$ cat src/verilog/tmr_pkg.sv
package tmr_pkg;

   // Register byte offsets on the bus
   localparam int ADDR_W = 12;
   localparam logic [ADDR_W-1:0] OFF_IRQ_EN = 12'h000;
   localparam logic [ADDR_W-1:0] OFF_IRQ_FLAGS = 12'h004;
   localparam logic [ADDR_W-1:0] OFF_GEN_CTRL = 12'h008;
   localparam logic [ADDR_W-1:0] OFF_CLK_SEL = 12'h00C;
   localparam logic [ADDR_W-1:0] OFF_CMP_A = 12'h010;

   // Field positions in the enable and flag registers
   localparam int BIT_CMP_A = 1;
   localparam int BIT_OVF = 0;

   // Field positions in the general control register
   localparam int BIT_SYNC = 7;
   localparam int BIT_ASYNC_RST = 1;
   localparam int BIT_SHARED_RST = 0;

   // Clock select fields, one per timer
   localparam int CS_W = 3;
   localparam int CS0_LSB = 0;
   localparam int CS1_LSB = 4;

   // Clock select encodings
   localparam logic [CS_W-1:0] CS_STOP = 3'h0;
   localparam logic [CS_W-1:0] CS_DIRECT = 3'h1;
   localparam logic [CS_W-1:0] CS_DIV8 = 3'h2;
   localparam logic [CS_W-1:0] CS_DIV64 = 3'h3;
   localparam logic [CS_W-1:0] CS_DIV256 = 3'h4;
   localparam logic [CS_W-1:0] CS_DIV1024 = 3'h5;
   localparam logic [CS_W-1:0] CS_EXT_FALL = 3'h6;
   localparam logic [CS_W-1:0] CS_EXT_RISE = 3'h7;

   // Prescaler width and tap widths (divisor = 2**width)
   localparam int PRESC_W = 10;
   localparam int TAP8_W = 3;
   localparam int TAP64_W = 6;
   localparam int TAP256_W = 8;
   localparam int TAP1024_W = 10;

   // Reset values
   localparam logic [7:0] RST_BYTE = 8'h00;
   localparam logic [31:0] RST_WORD = 32'h0000_0000;

   // Bus answer states
   typedef enum logic [1:0] {
      BUS_IDLE = 2'b00,
      BUS_ANSWER = 2'b01
   } bus_state_t;

   // Requester side of the register bus
   typedef struct packed {
      logic psel;
      logic penable;
      logic pwrite;
      logic [ADDR_W-1:0] paddr;
      logic [31:0] pwdata;
   } apb_req_t;

   // Status from the first timer's counter datapath
   typedef struct packed {
      logic [7:0] count_value;
      logic at_max;
      logic bottom_turn;
      logic phase_correct;
   } cnt_status_t;

   // Vector-taken strobes from the interrupt controller
   typedef struct packed {
      logic vec_cmp_a;
      logic vec_ovf;
   } vec_ack_t;

endpackage : tmr_pkg

$ cat src/verilog/timer_prescaler_irq.sv
// Our own choices: the APB register port and the placing of the registers.
`timescale 1ns/1ps
// Behaviour
// Compare IRQ needs enable, global, flag
// Overflow IRQ needs enable, global, flag
// Compare flag sets on counter match
// Compare flag clears on vector or one
// Overflow flag sets on overflow, clears likewise
// Phase-correct overflow flag sets at bottom
// One prescaler, separate select per timer
// Select one counts every clock
// Taps at 8, 64, 256, 1024
// Prescaler free running, first count varies
// Prescaler reset hits every attached timer
// Count pin synchronised before edge detect
// Select 7 rising, 6 falling edges
// Pin edge to count 2.5-3.5 cycles
// Switch external source only when pin stable
// External half period above one cycle
// External pulses bypass the prescaler
// Sync mode holds both prescaler resets
// Clearing sync mode releases both resets
// Shared reset bit self-clears unless sync
// Select zero gives no count pulses
// Unused register bits read zero
module timer_prescaler_irq #(
   parameter int NUM_TIMERS = 2
) (
   // Clock and reset
   input wire logic REF_CLK,
   input wire logic RST,
   // Register bus
   input wire tmr_pkg::apb_req_t APB_REQ,
   output logic [31:0] PRDATA,
   output logic PREADY,
   output logic PSLVERR,
   // First timer's counter and core status
   input wire tmr_pkg::cnt_status_t CNT_STATUS,
   input wire logic GLOBAL_IRQ_ENABLE,
   input wire tmr_pkg::vec_ack_t VEC_ACK,
   // External count pins, one per timer
   input wire logic [NUM_TIMERS-1:0] EXT_COUNT_PIN,
   // Count pulses and interrupt requests
   output logic [NUM_TIMERS-1:0] TIMER_TICK,
   output logic COMPARE_A_IRQ,
   output logic OVERFLOW_IRQ,
   // Prescaler resets, held in sync mode, else one-cycle pulses
   output logic SHARED_PRESCALER_RESET,
   output logic ASYNC_PRESCALER_RESET
);
   import tmr_pkg::*;

   // Whole state of the block
   // One record keeps reset and registering in a single place, so a
   // new field cannot be forgotten in the reset branch
   typedef struct packed {
      bus_state_t bus;                       // Bus answer phase
      logic [31:0] prdata;                   // Read data to master
      logic pready;                          // Answer strobe
      logic pslverr;                         // Unmapped access
      logic cmp_ie;                          // Compare irq enable
      logic ovf_ie;                          // Overflow irq enable
      logic cmp_flag;                        // Compare-match flag
      logic ovf_flag;                        // Overflow flag
      logic sync_mode;                       // Sync mode bit
      logic async_rst;                       // Async prescaler reset
      logic shared_rst;                      // Shared prescaler reset
      logic [NUM_TIMERS-1:0][CS_W-1:0] cs;   // Per-timer clock select
      logic [7:0] cmp_a;                     // Compare value A
      logic [PRESC_W-1:0] presc;             // Shared divider
      logic [NUM_TIMERS-1:0] pin_s1;         // Sync stage one
      logic [NUM_TIMERS-1:0] pin_s2;         // Sync stage two
      logic [NUM_TIMERS-1:0] pin_s3;         // Edge history
      logic [NUM_TIMERS-1:0] tick;           // Count pulses
      logic cmp_irq;                         // Compare request
      logic ovf_irq;                         // Overflow request
   } state_t;

   state_t s_r;    // Registered state
   state_t s_nxt;  // Next state

   // Per-timer count pulse before registering
   // Kept outside the state record, as it is pure logic
   logic [NUM_TIMERS-1:0] tick_nxt;

   // Address decode shared by read and write paths
   // Only the five register addresses hit; anything else answers with an error
   function automatic logic is_mapped(input logic [ADDR_W-1:0] addr);
      begin
         is_mapped = (addr == OFF_IRQ_EN) || (addr == OFF_IRQ_FLAGS) ||
            (addr == OFF_GEN_CTRL) || (addr == OFF_CLK_SEL) ||
            (addr == OFF_CMP_A);
      end
   endfunction : is_mapped

   // Count pulse for one timer from its clock select
   // The halt from the shared reset only reaches internal sources; pin
   // edges keep counting, so no external event is lost while it is held
   function automatic logic src_tick(
      input logic [CS_W-1:0] sel,
      input logic [PRESC_W-1:0] presc,
      input logic sync_now,
      input logic sync_old,
      input logic halt
   );
      logic hit;
      begin
         hit = 1'b0;
         case (sel)
            // Stopped: nothing reaches the timer
            CS_STOP: begin
               hit = 1'b0;
            end
            // Undivided system clock
            CS_DIRECT: begin
               hit = 1'b1;
            end
            // Taps fire when the low bits roll over
            CS_DIV8: begin
               hit = &presc[TAP8_W-1:0];
            end
            // Wider taps fire on a subset of the narrower tap's edges
            CS_DIV64: begin
               hit = &presc[TAP64_W-1:0];
            end
            CS_DIV256: begin
               hit = &presc[TAP256_W-1:0];
            end
            CS_DIV1024: begin
               hit = &presc[TAP1024_W-1:0];
            end
            // External edges go straight through, never divided
            CS_EXT_FALL: begin
               hit = sync_old & ~sync_now;
            end
            // Rising edge: new level high, remembered level low
            CS_EXT_RISE: begin
               hit = sync_now & ~sync_old;
            end
            // All eight codes are listed; this only guards unknown selects
            default: begin
               hit = 1'b0;
            end
         endcase
         // Internal sources stall while the shared reset is held
         if (sel != CS_EXT_FALL && sel != CS_EXT_RISE && halt) begin
            hit = 1'b0;
         end
         src_tick = hit;
      end
   endfunction : src_tick

   // One select field per timer, all fed by the same divider
   // Limitation: a select change while the pin moves may give one false
   // count, so software must switch sources on a quiet pin
   genvar gi;
   generate
      for (gi = 0; gi < NUM_TIMERS; gi++) begin : g_src
         // Edge detect reads only the second and third stages
         assign tick_nxt[gi] = src_tick(s_r.cs[gi], s_r.presc,
            s_r.pin_s2[gi], s_r.pin_s3[gi], s_r.shared_rst);
      end
   endgenerate

   // Next-state logic for bus, registers, flags and divider
   always_comb begin
      logic access;
      logic commit;
      logic wr_hit;
      logic [7:0] wb;
      logic cmp_set;
      logic ovf_set;
      logic cmp_clr;
      logic ovf_clr;
      logic [31:0] rdata;
      logic wr_ie; // Enable register write
      logic wr_flags; // Flag register write
      logic wr_ctrl; // General control write
      logic wr_sel; // Clock select write
      logic wr_cmp; // Compare value write
      // Defaults first, so no path leaves a latch behind
      access = 1'b0;
      commit = 1'b0;
      wr_hit = 1'b0;
      wb = RST_BYTE;
      cmp_set = 1'b0;
      ovf_set = 1'b0;
      cmp_clr = 1'b0;
      ovf_clr = 1'b0;
      rdata = RST_WORD;
      wr_ie = 1'b0;
      wr_flags = 1'b0;
      wr_ctrl = 1'b0;
      wr_sel = 1'b0;
      wr_cmp = 1'b0;
      s_nxt = s_r;

      // Access phase seen by the slave
      access = APB_REQ.psel & APB_REQ.penable;
      // Completing edge: answer is up and master still holds request
      commit = access & (s_r.bus == BUS_ANSWER);
      wr_hit = commit & APB_REQ.pwrite & is_mapped(APB_REQ.paddr);
      wb = APB_REQ.pwdata[7:0];
      // One write strobe per register, decoded once for every user
      wr_ie = wr_hit & (APB_REQ.paddr == OFF_IRQ_EN);
      wr_flags = wr_hit & (APB_REQ.paddr == OFF_IRQ_FLAGS);
      wr_ctrl = wr_hit & (APB_REQ.paddr == OFF_GEN_CTRL);
      wr_sel = wr_hit & (APB_REQ.paddr == OFF_CLK_SEL);
      wr_cmp = wr_hit & (APB_REQ.paddr == OFF_CMP_A);

      // Read mux; unused bits stay zero
      // Reads have no side effects; a flag clears only by writing one or by its vector
      case (APB_REQ.paddr)
         OFF_IRQ_EN: begin
            rdata[BIT_CMP_A] = s_r.cmp_ie;
            rdata[BIT_OVF] = s_r.ovf_ie;
         end
         OFF_IRQ_FLAGS: begin
            rdata[BIT_CMP_A] = s_r.cmp_flag;
            rdata[BIT_OVF] = s_r.ovf_flag;
         end
         OFF_GEN_CTRL: begin
            rdata[BIT_SYNC] = s_r.sync_mode;
            rdata[BIT_ASYNC_RST] = s_r.async_rst;
            rdata[BIT_SHARED_RST] = s_r.shared_rst;
         end
         OFF_CLK_SEL: begin
            // Both select fields share one word, one nibble per timer
            rdata[CS0_LSB +: CS_W] = s_r.cs[0];
            rdata[CS1_LSB +: CS_W] = s_r.cs[1];
         end
         OFF_CMP_A: begin
            // Full byte, every value is a legal compare point
            rdata[7:0] = s_r.cmp_a;
         end
         default: begin
            rdata = RST_WORD;
         end
      endcase

      // Bus answer machine: one wait cycle, then ready for one cycle
      // The fixed wait state costs a cycle per access, but read data then
      // comes from a flip-flop rather than straight from the address
      case (s_r.bus)
         BUS_IDLE: begin
            // Nothing to answer until an access phase shows up
            s_nxt.pready = 1'b0;
            s_nxt.pslverr = 1'b0;
            if (access) begin
               // Latch the answer while address is stable
               s_nxt.bus = BUS_ANSWER;
               s_nxt.pready = 1'b1;
               s_nxt.pslverr = ~is_mapped(APB_REQ.paddr);
               s_nxt.prdata = APB_REQ.pwrite ? RST_WORD : rdata;
            end
         end
         BUS_ANSWER: begin
            // Drop ready so a held request is not taken twice
            s_nxt.bus = BUS_IDLE;
            s_nxt.pready = 1'b0;
            s_nxt.pslverr = 1'b0;
         end
         default: begin
            s_nxt.bus = BUS_IDLE;
            s_nxt.pready = 1'b0;
            s_nxt.pslverr = 1'b0;
         end
      endcase

      // Enable register write; other bits are dropped and read as zero
      if (wr_ie) begin
         s_nxt.cmp_ie = wb[BIT_CMP_A];
         s_nxt.ovf_ie = wb[BIT_OVF];
      end

      // Clock select and compare value writes
      if (wr_sel) begin
         s_nxt.cs[0] = wb[CS0_LSB +: CS_W];
         s_nxt.cs[1] = wb[CS1_LSB +: CS_W];
      end
      if (wr_cmp) begin
         s_nxt.cmp_a = wb;
      end

      // Prescaler reset bits: held in sync mode, else one cycle only
      // Hazard: leaving sync mode set with the shared reset bit keeps both timers' internal sources halted for good
      // Writing sync mode to zero drops both resets at the same edge
      if (wr_ctrl) begin
         s_nxt.sync_mode = wb[BIT_SYNC];
         s_nxt.shared_rst = wb[BIT_SHARED_RST];
         s_nxt.async_rst = wb[BIT_ASYNC_RST];
      end else if (!s_r.sync_mode) begin
         // Sync mode off: both resets fall together
         s_nxt.shared_rst = 1'b0;
         s_nxt.async_rst = 1'b0;
      end else begin
         // Sync mode on: whatever was written stays asserted
         s_nxt.shared_rst = s_r.shared_rst;
         s_nxt.async_rst = s_r.async_rst;
      end

      // Free-running divider; only its own reset bit restarts it
      // A restart shifts the tap phase of every timer on this divider, and
      // the first prescaled count after a select change lags by up to N+1
      if (s_r.shared_rst) begin
         s_nxt.presc = '0;
      end else begin
         s_nxt.presc = s_r.presc + 1'b1;
      end

      // Two-stage synchroniser then one history stage per pin
      // The third stage only keeps the last settled level for edge detect;
      // pin edge to tick takes three edges, so the count lands within 3.5
      s_nxt.pin_s1 = EXT_COUNT_PIN;
      s_nxt.pin_s2 = s_r.pin_s1;
      s_nxt.pin_s3 = s_r.pin_s2;
      s_nxt.tick = tick_nxt;

      // Compare match is judged on the first timer's count pulse
      // Events are judged on the registered tick, in the same cycle it leaves on TIMER_TICK
      cmp_set = s_r.tick[0] &
         (CNT_STATUS.count_value == s_r.cmp_a);
      // Overflow at max, or at bottom turn in phase-correct mode
      // In phase-correct mode the top is never an overflow
      if (CNT_STATUS.phase_correct) begin
         ovf_set = s_r.tick[0] & CNT_STATUS.bottom_turn;
      end else begin
         ovf_set = s_r.tick[0] & CNT_STATUS.at_max;
      end

      // Clear by vector or by writing one; zero has no effect
      // Writing zero leaves a flag alone, so other flags are safe
      cmp_clr = VEC_ACK.vec_cmp_a |
         (wr_flags & wb[BIT_CMP_A]);
      ovf_clr = VEC_ACK.vec_ovf |
         (wr_flags & wb[BIT_OVF]);

      // A set in the clearing cycle wins, so no event is lost
      // The price: a clear that meets a new event leaves the flag set
      s_nxt.cmp_flag = (s_r.cmp_flag & ~cmp_clr) | cmp_set;
      s_nxt.ovf_flag = (s_r.ovf_flag & ~ovf_clr) | ovf_set;

      // Requests need enable, global enable and flag together
      // Built from next values, so a request falls at the edge its flag clears
      s_nxt.cmp_irq = s_nxt.cmp_ie & GLOBAL_IRQ_ENABLE &
         s_nxt.cmp_flag;
      s_nxt.ovf_irq = s_nxt.ovf_ie & GLOBAL_IRQ_ENABLE &
         s_nxt.ovf_flag;
   end

   // State register; synchronous reset to idle and zero
   // Reset is synchronous, so the clock must run while it is held
   always_ff @(posedge REF_CLK) begin
      if (RST) begin
         s_r <= '0;
         // Idle is written by name in case its code ever changes
         s_r.bus <= BUS_IDLE;
      end else begin
         s_r <= s_nxt;
      end
   end

   // Outputs straight from the state register
   // No logic between flip-flop and pin, so outputs cannot glitch
   assign PRDATA = s_r.prdata;
   assign PREADY = s_r.pready;
   assign PSLVERR = s_r.pslverr;
   assign TIMER_TICK = s_r.tick;
   assign COMPARE_A_IRQ = s_r.cmp_irq;
   assign OVERFLOW_IRQ = s_r.ovf_irq;
   // Reset levels, held only in sync mode, go out for the second timer and async divider
   assign SHARED_PRESCALER_RESET = s_r.shared_rst;
   assign ASYNC_PRESCALER_RESET = s_r.async_rst;

endmodule : timer_prescaler_irq

$ cat config.mk
export PLATFORM = sky130hd
export DESIGN_NAME = timer_prescaler_irq
export DESIGN_NICKNAME = d
export VERILOG_FILES = /design/src/verilog/tmr_pkg.sv /design/src/verilog/timer_prescaler_irq.sv
export SDC_FILE = /design/constraint.sdc
export NUM_CORES = 1
export LEC_CHECK = 0
export BUFFER_PORTS_ARGS = -buffer_cell sky130_fd_sc_hd__buf_2
export CORE_ASPECT_RATIO = 0.7
export CORE_MARGIN = 5
export CORE_UTILIZATION = 50
export CTS_CLUSTER_DIAMETER = 50
export DETAILED_ROUTE_END_ITERATION = 10
export PLACE_DENSITY = 0.79
export SYNTH_ARGS = -nofsm -noshare
export SYNTH_HDL_FRONTEND = slang
export SYNTH_SLANG_ARGS = --single-unit
$ cat constraint.sdc
create_clock -name REF_CLK -period 4.15 [get_ports REF_CLK]
set_clock_uncertainty 0.05 [all_clocks]
set_input_delay 1.245 -clock REF_CLK [delete_from_list [all_inputs] [get_ports REF_CLK]]
set_output_delay 1.245 -clock REF_CLK [all_outputs]
set_load 0.05 [all_outputs]
==> flow_summary.json <==
{
  "hp-class": "reg2reg",
  "switching_share_pct": 27.96,
  "grt_pass1_vias": 2036,
  "post-place-ws_ns": 1.036,
  "cts_root_buf": "clkbuf_8",
  "rsz0062_at_grt": "no",
  "layout.cells.non_filler": 423,
  "die_h_microns": 70.58,
  "ys_seq_area_share_pct": 39.71,
  "avgSynthCellArea_sq_um": 8.456,
  "clk_pin_slew_ns": 0.09,
  "min_period_ns": 2.828,
  "io_pins": 105,
  "total_power_mw": 0.8989,
  "tightest_slew_ns": 0.7313,
  "setup_violations": 0,
  "synth_top_flop_cell": "dfxtp_1",
  "post_drt_via_cell_ratio": 5.411,
  "layout-drive-gt1-share_pct": 20.51,
  "fill_cells": 487,
  "vdd_drop_max_mv": 0.1767,
  "pwr-share-comb_pct": 13.2,
  "syn-instance-count": 310,
  "cts_buffers": 5,
  "seq_power_share_pct": 56.7,
  "cts_hold_buf": 0,
  "async_flop_share_pct": 0,
  "dp_hpwl_microns": 4882,
  "drc": 0,
  "fin_area_sq_um": 2856,
  "drt_pass1_iterations": 4,
  "final_nets": 418,
  "cts_sinks": 52,
  "cts_setup_buffers": 0,
  "pwr-share-clk_pct": 30.2,
  "critPathMaxFanout": 15,
  "antenna_found_initial": 0,
  "slew_viol_final": 0,
  "initial_core_util_pct": 50.65,
  "rows": 22,
  "ys_ff_latch": 52,
  "multiInputGateArea_sq_um": 1334,
  "final_core_util_pct": 55.20,
  "worstSetupPathType": "in2reg",
  "htreeDepth": 2,
  "hold_violations": 0,
  "outcome": "finished, final reports clean",
  "synthesis.area_sq_um": 2621,
  "grt_pass1_wl_microns": 10220,
  "diodes": 0,
  "dp_cells": 416,
  "fin_ws_ns": 1.322,
  "synth_top_area_share_pct": 39.71,
  "placed_area_sq_um": 2779,
  "port_buffers": 56,
  "synth_area_leaders": "dfxtp_1, buf_4, a21oi_1",
  "yosys_warnings": 0,
  "switching_power_mw": 0.2514,
  "insertion_delay_ns": 0.30,
  "overflow": 0,
  "drt-total-wl_microns": 6468,
  "tritoncts": "done",
  "cp-end-kind": "flop",
  "area_delta_synth_final_pct": 8.974,
  "synth.distinct_cells": 49,
  "r2r.worst_path.cells": 4,
  "vias": 2289,
  "drtAntennaViolNets": 0,
  "drv_cap": 0,
  "critical_path_arrival_ns": 3.01,
  "max_freq_ghz": 0.3536,
  "holdPathStages": 1,
  "cts-resized-gates": 0,
  "synth_enable_flop_cells": 0,
  "fin_setup_tns_ns": 0,
  "crit_required_ns": 4.33,
  "relSlewSlack_pct": 51.25,
  "finalCritPeriodShare_pct": 68.16,
  "p_int_mw": 0.6476,
  "drt-wirelength-per-cell_microns": 15.29,
  "die_area_sq_um": 6814,
  "grt_usage_pct": 19.37,
  "grt_max_degree": 42,
  "whs_ns": 0.3897,
  "power.density_nw_per_um2": 314.7,
  "critPathLaunchType": "input port",
  "drt-initial-drc-count": 200,
  "seqCellArea_sq_um": 1041,
  "p_leak_nw": 1.149,
  "synth_area_leader_cell": "dfxtp_1",
  "place_congestion": 0.9322,
  "cts_buffer_depth": 2,
  "fp.dieW_microns": 96.54,
  "design.core.area_sq_um": 5175
}
==> worst max-delay path, stage by stage <==
cell	delay, ns
buf_2	0.15
nand4_1	0.57
nor2_1	0.71
nand3_1	0.15
a21oi_1	0.17
==> state kept, by name, summed over array words and instances (netlist names) <==
register,flops
s_r,32
PRDATA,8
s_nxt,4
TIMER_TICK,2
ASYNC_PRESCALER_RESET,1
COMPARE_A_IRQ,1
OVERFLOW_IRQ,1
PREADY,1
PSLVERR,1
SHARED_PRESCALER_RESET,1
==> cell type report <==
class | instances | area share [%]
clock buffer | 6 | 2.541
clock inverter | 1 | 0.1752
inverter | 9 | 1.183
multi-input combinational | 227 | 46.69
sequential | 52 | 36.44
tap | 72 | 3.154
timing repair buffer | 56 | 9.812
==> synthesized netlist by cell type (3+ instances only) <==
library cell and instances:
a21oi_1 30, a31oi_1 4, and4_1 4, buf_4 34
clkbuf_1 8, dfxtp_1 52, inv_1 9, nand2_1 15
nand2b_1 3, nand3_1 25, nand4_1 3, nor2_1 19
nor2b_1 6, nor3_1 7, nor3b_1 5, nor4_1 5
o21ai_0 16, o21ai_1 8, or3_1 3, xnor2_1 3
xor2_1 10
==> layer usage <==
layer  routed length, microns  vias to the layer above  track usage (%)
met4                       50                        0            4.199
met5                        0                        -                0
met2                     2704                      106            26.30
li1                         -                     1137                -
met1                     3000                     1041            30.07
met3                      713                        5            5.632
==> worst paths after layout <==
check / from / to / slack (ns)
worst max register to register: s_r[75]$_SDFFE_PP0P_ / s_r[22]$_SDFFE_PP0P_ / 2.09
worst min-delay path: s_nxt[7]$_SDFF_PP0_ / s_nxt[5]$_SDFF_PP0_ / 0.39
worst min register to register: s_nxt[7]$_SDFF_PP0_ / s_nxt[5]$_SDFF_PP0_ / 0.39
worst max-delay path: APB_REQ[44] / s_r[22]$_SDFFE_PP0P_ / 1.32
==> cells in the final DEF, fill, tap and decap left out, drive strengths merged, types with 3 or more instances in the layout <==
| master | instances |
|---|---|
| nand2 | 15 |
| inv | 9 |
| dfxtp | 52 |
| conb | 24 |
| nor3b | 5 |
| buf | 56 |
| clkbuf | 6 |
| nor3 | 9 |
| nand4 | 3 |
| xnor2 | 3 |
| a31oi | 4 |
| and4 | 4 |
| nand3 | 25 |
| a21oi | 30 |
| o21ai | 24 |
| xor2 | 10 |
| nor2b | 6 |
| nor4 | 7 |
| nor2 | 19 |
| nand2b | 3 |
| or3 | 3 |
==> kinds of logic after synthesis <==
logic type               Yosys count  share of synthesized area, %
other                              1                        0.1431
buffers and inverters             54                         12.70
XOR/XNOR                          13                         4.344
flip-flops                        52                         39.71
multiplexers                       5                         2.912
adder cells (fa/ha/maj)            2                        0.9545
AND/OR/NAND/NOR                  109                         23.15
AO/OA/AOI/OAI                     74                         16.09
==> power groups by stage <==
stage | Sequential, mW | Clock (mW) | Combinational (mW)
after global routing | 0.511 | 0.300 | 0.128
after floorplan | 0.523 | 0 | 0.101
after detailed placement | 0.521 | 0 | 0.117
final | 0.509 | 0.271 | 0.118
after global placement | 0.521 | 0 | 0.116
after CTS | 0.510 | 0.278 | 0.117
No activity file was read; power rests on OpenSTA's default activity.
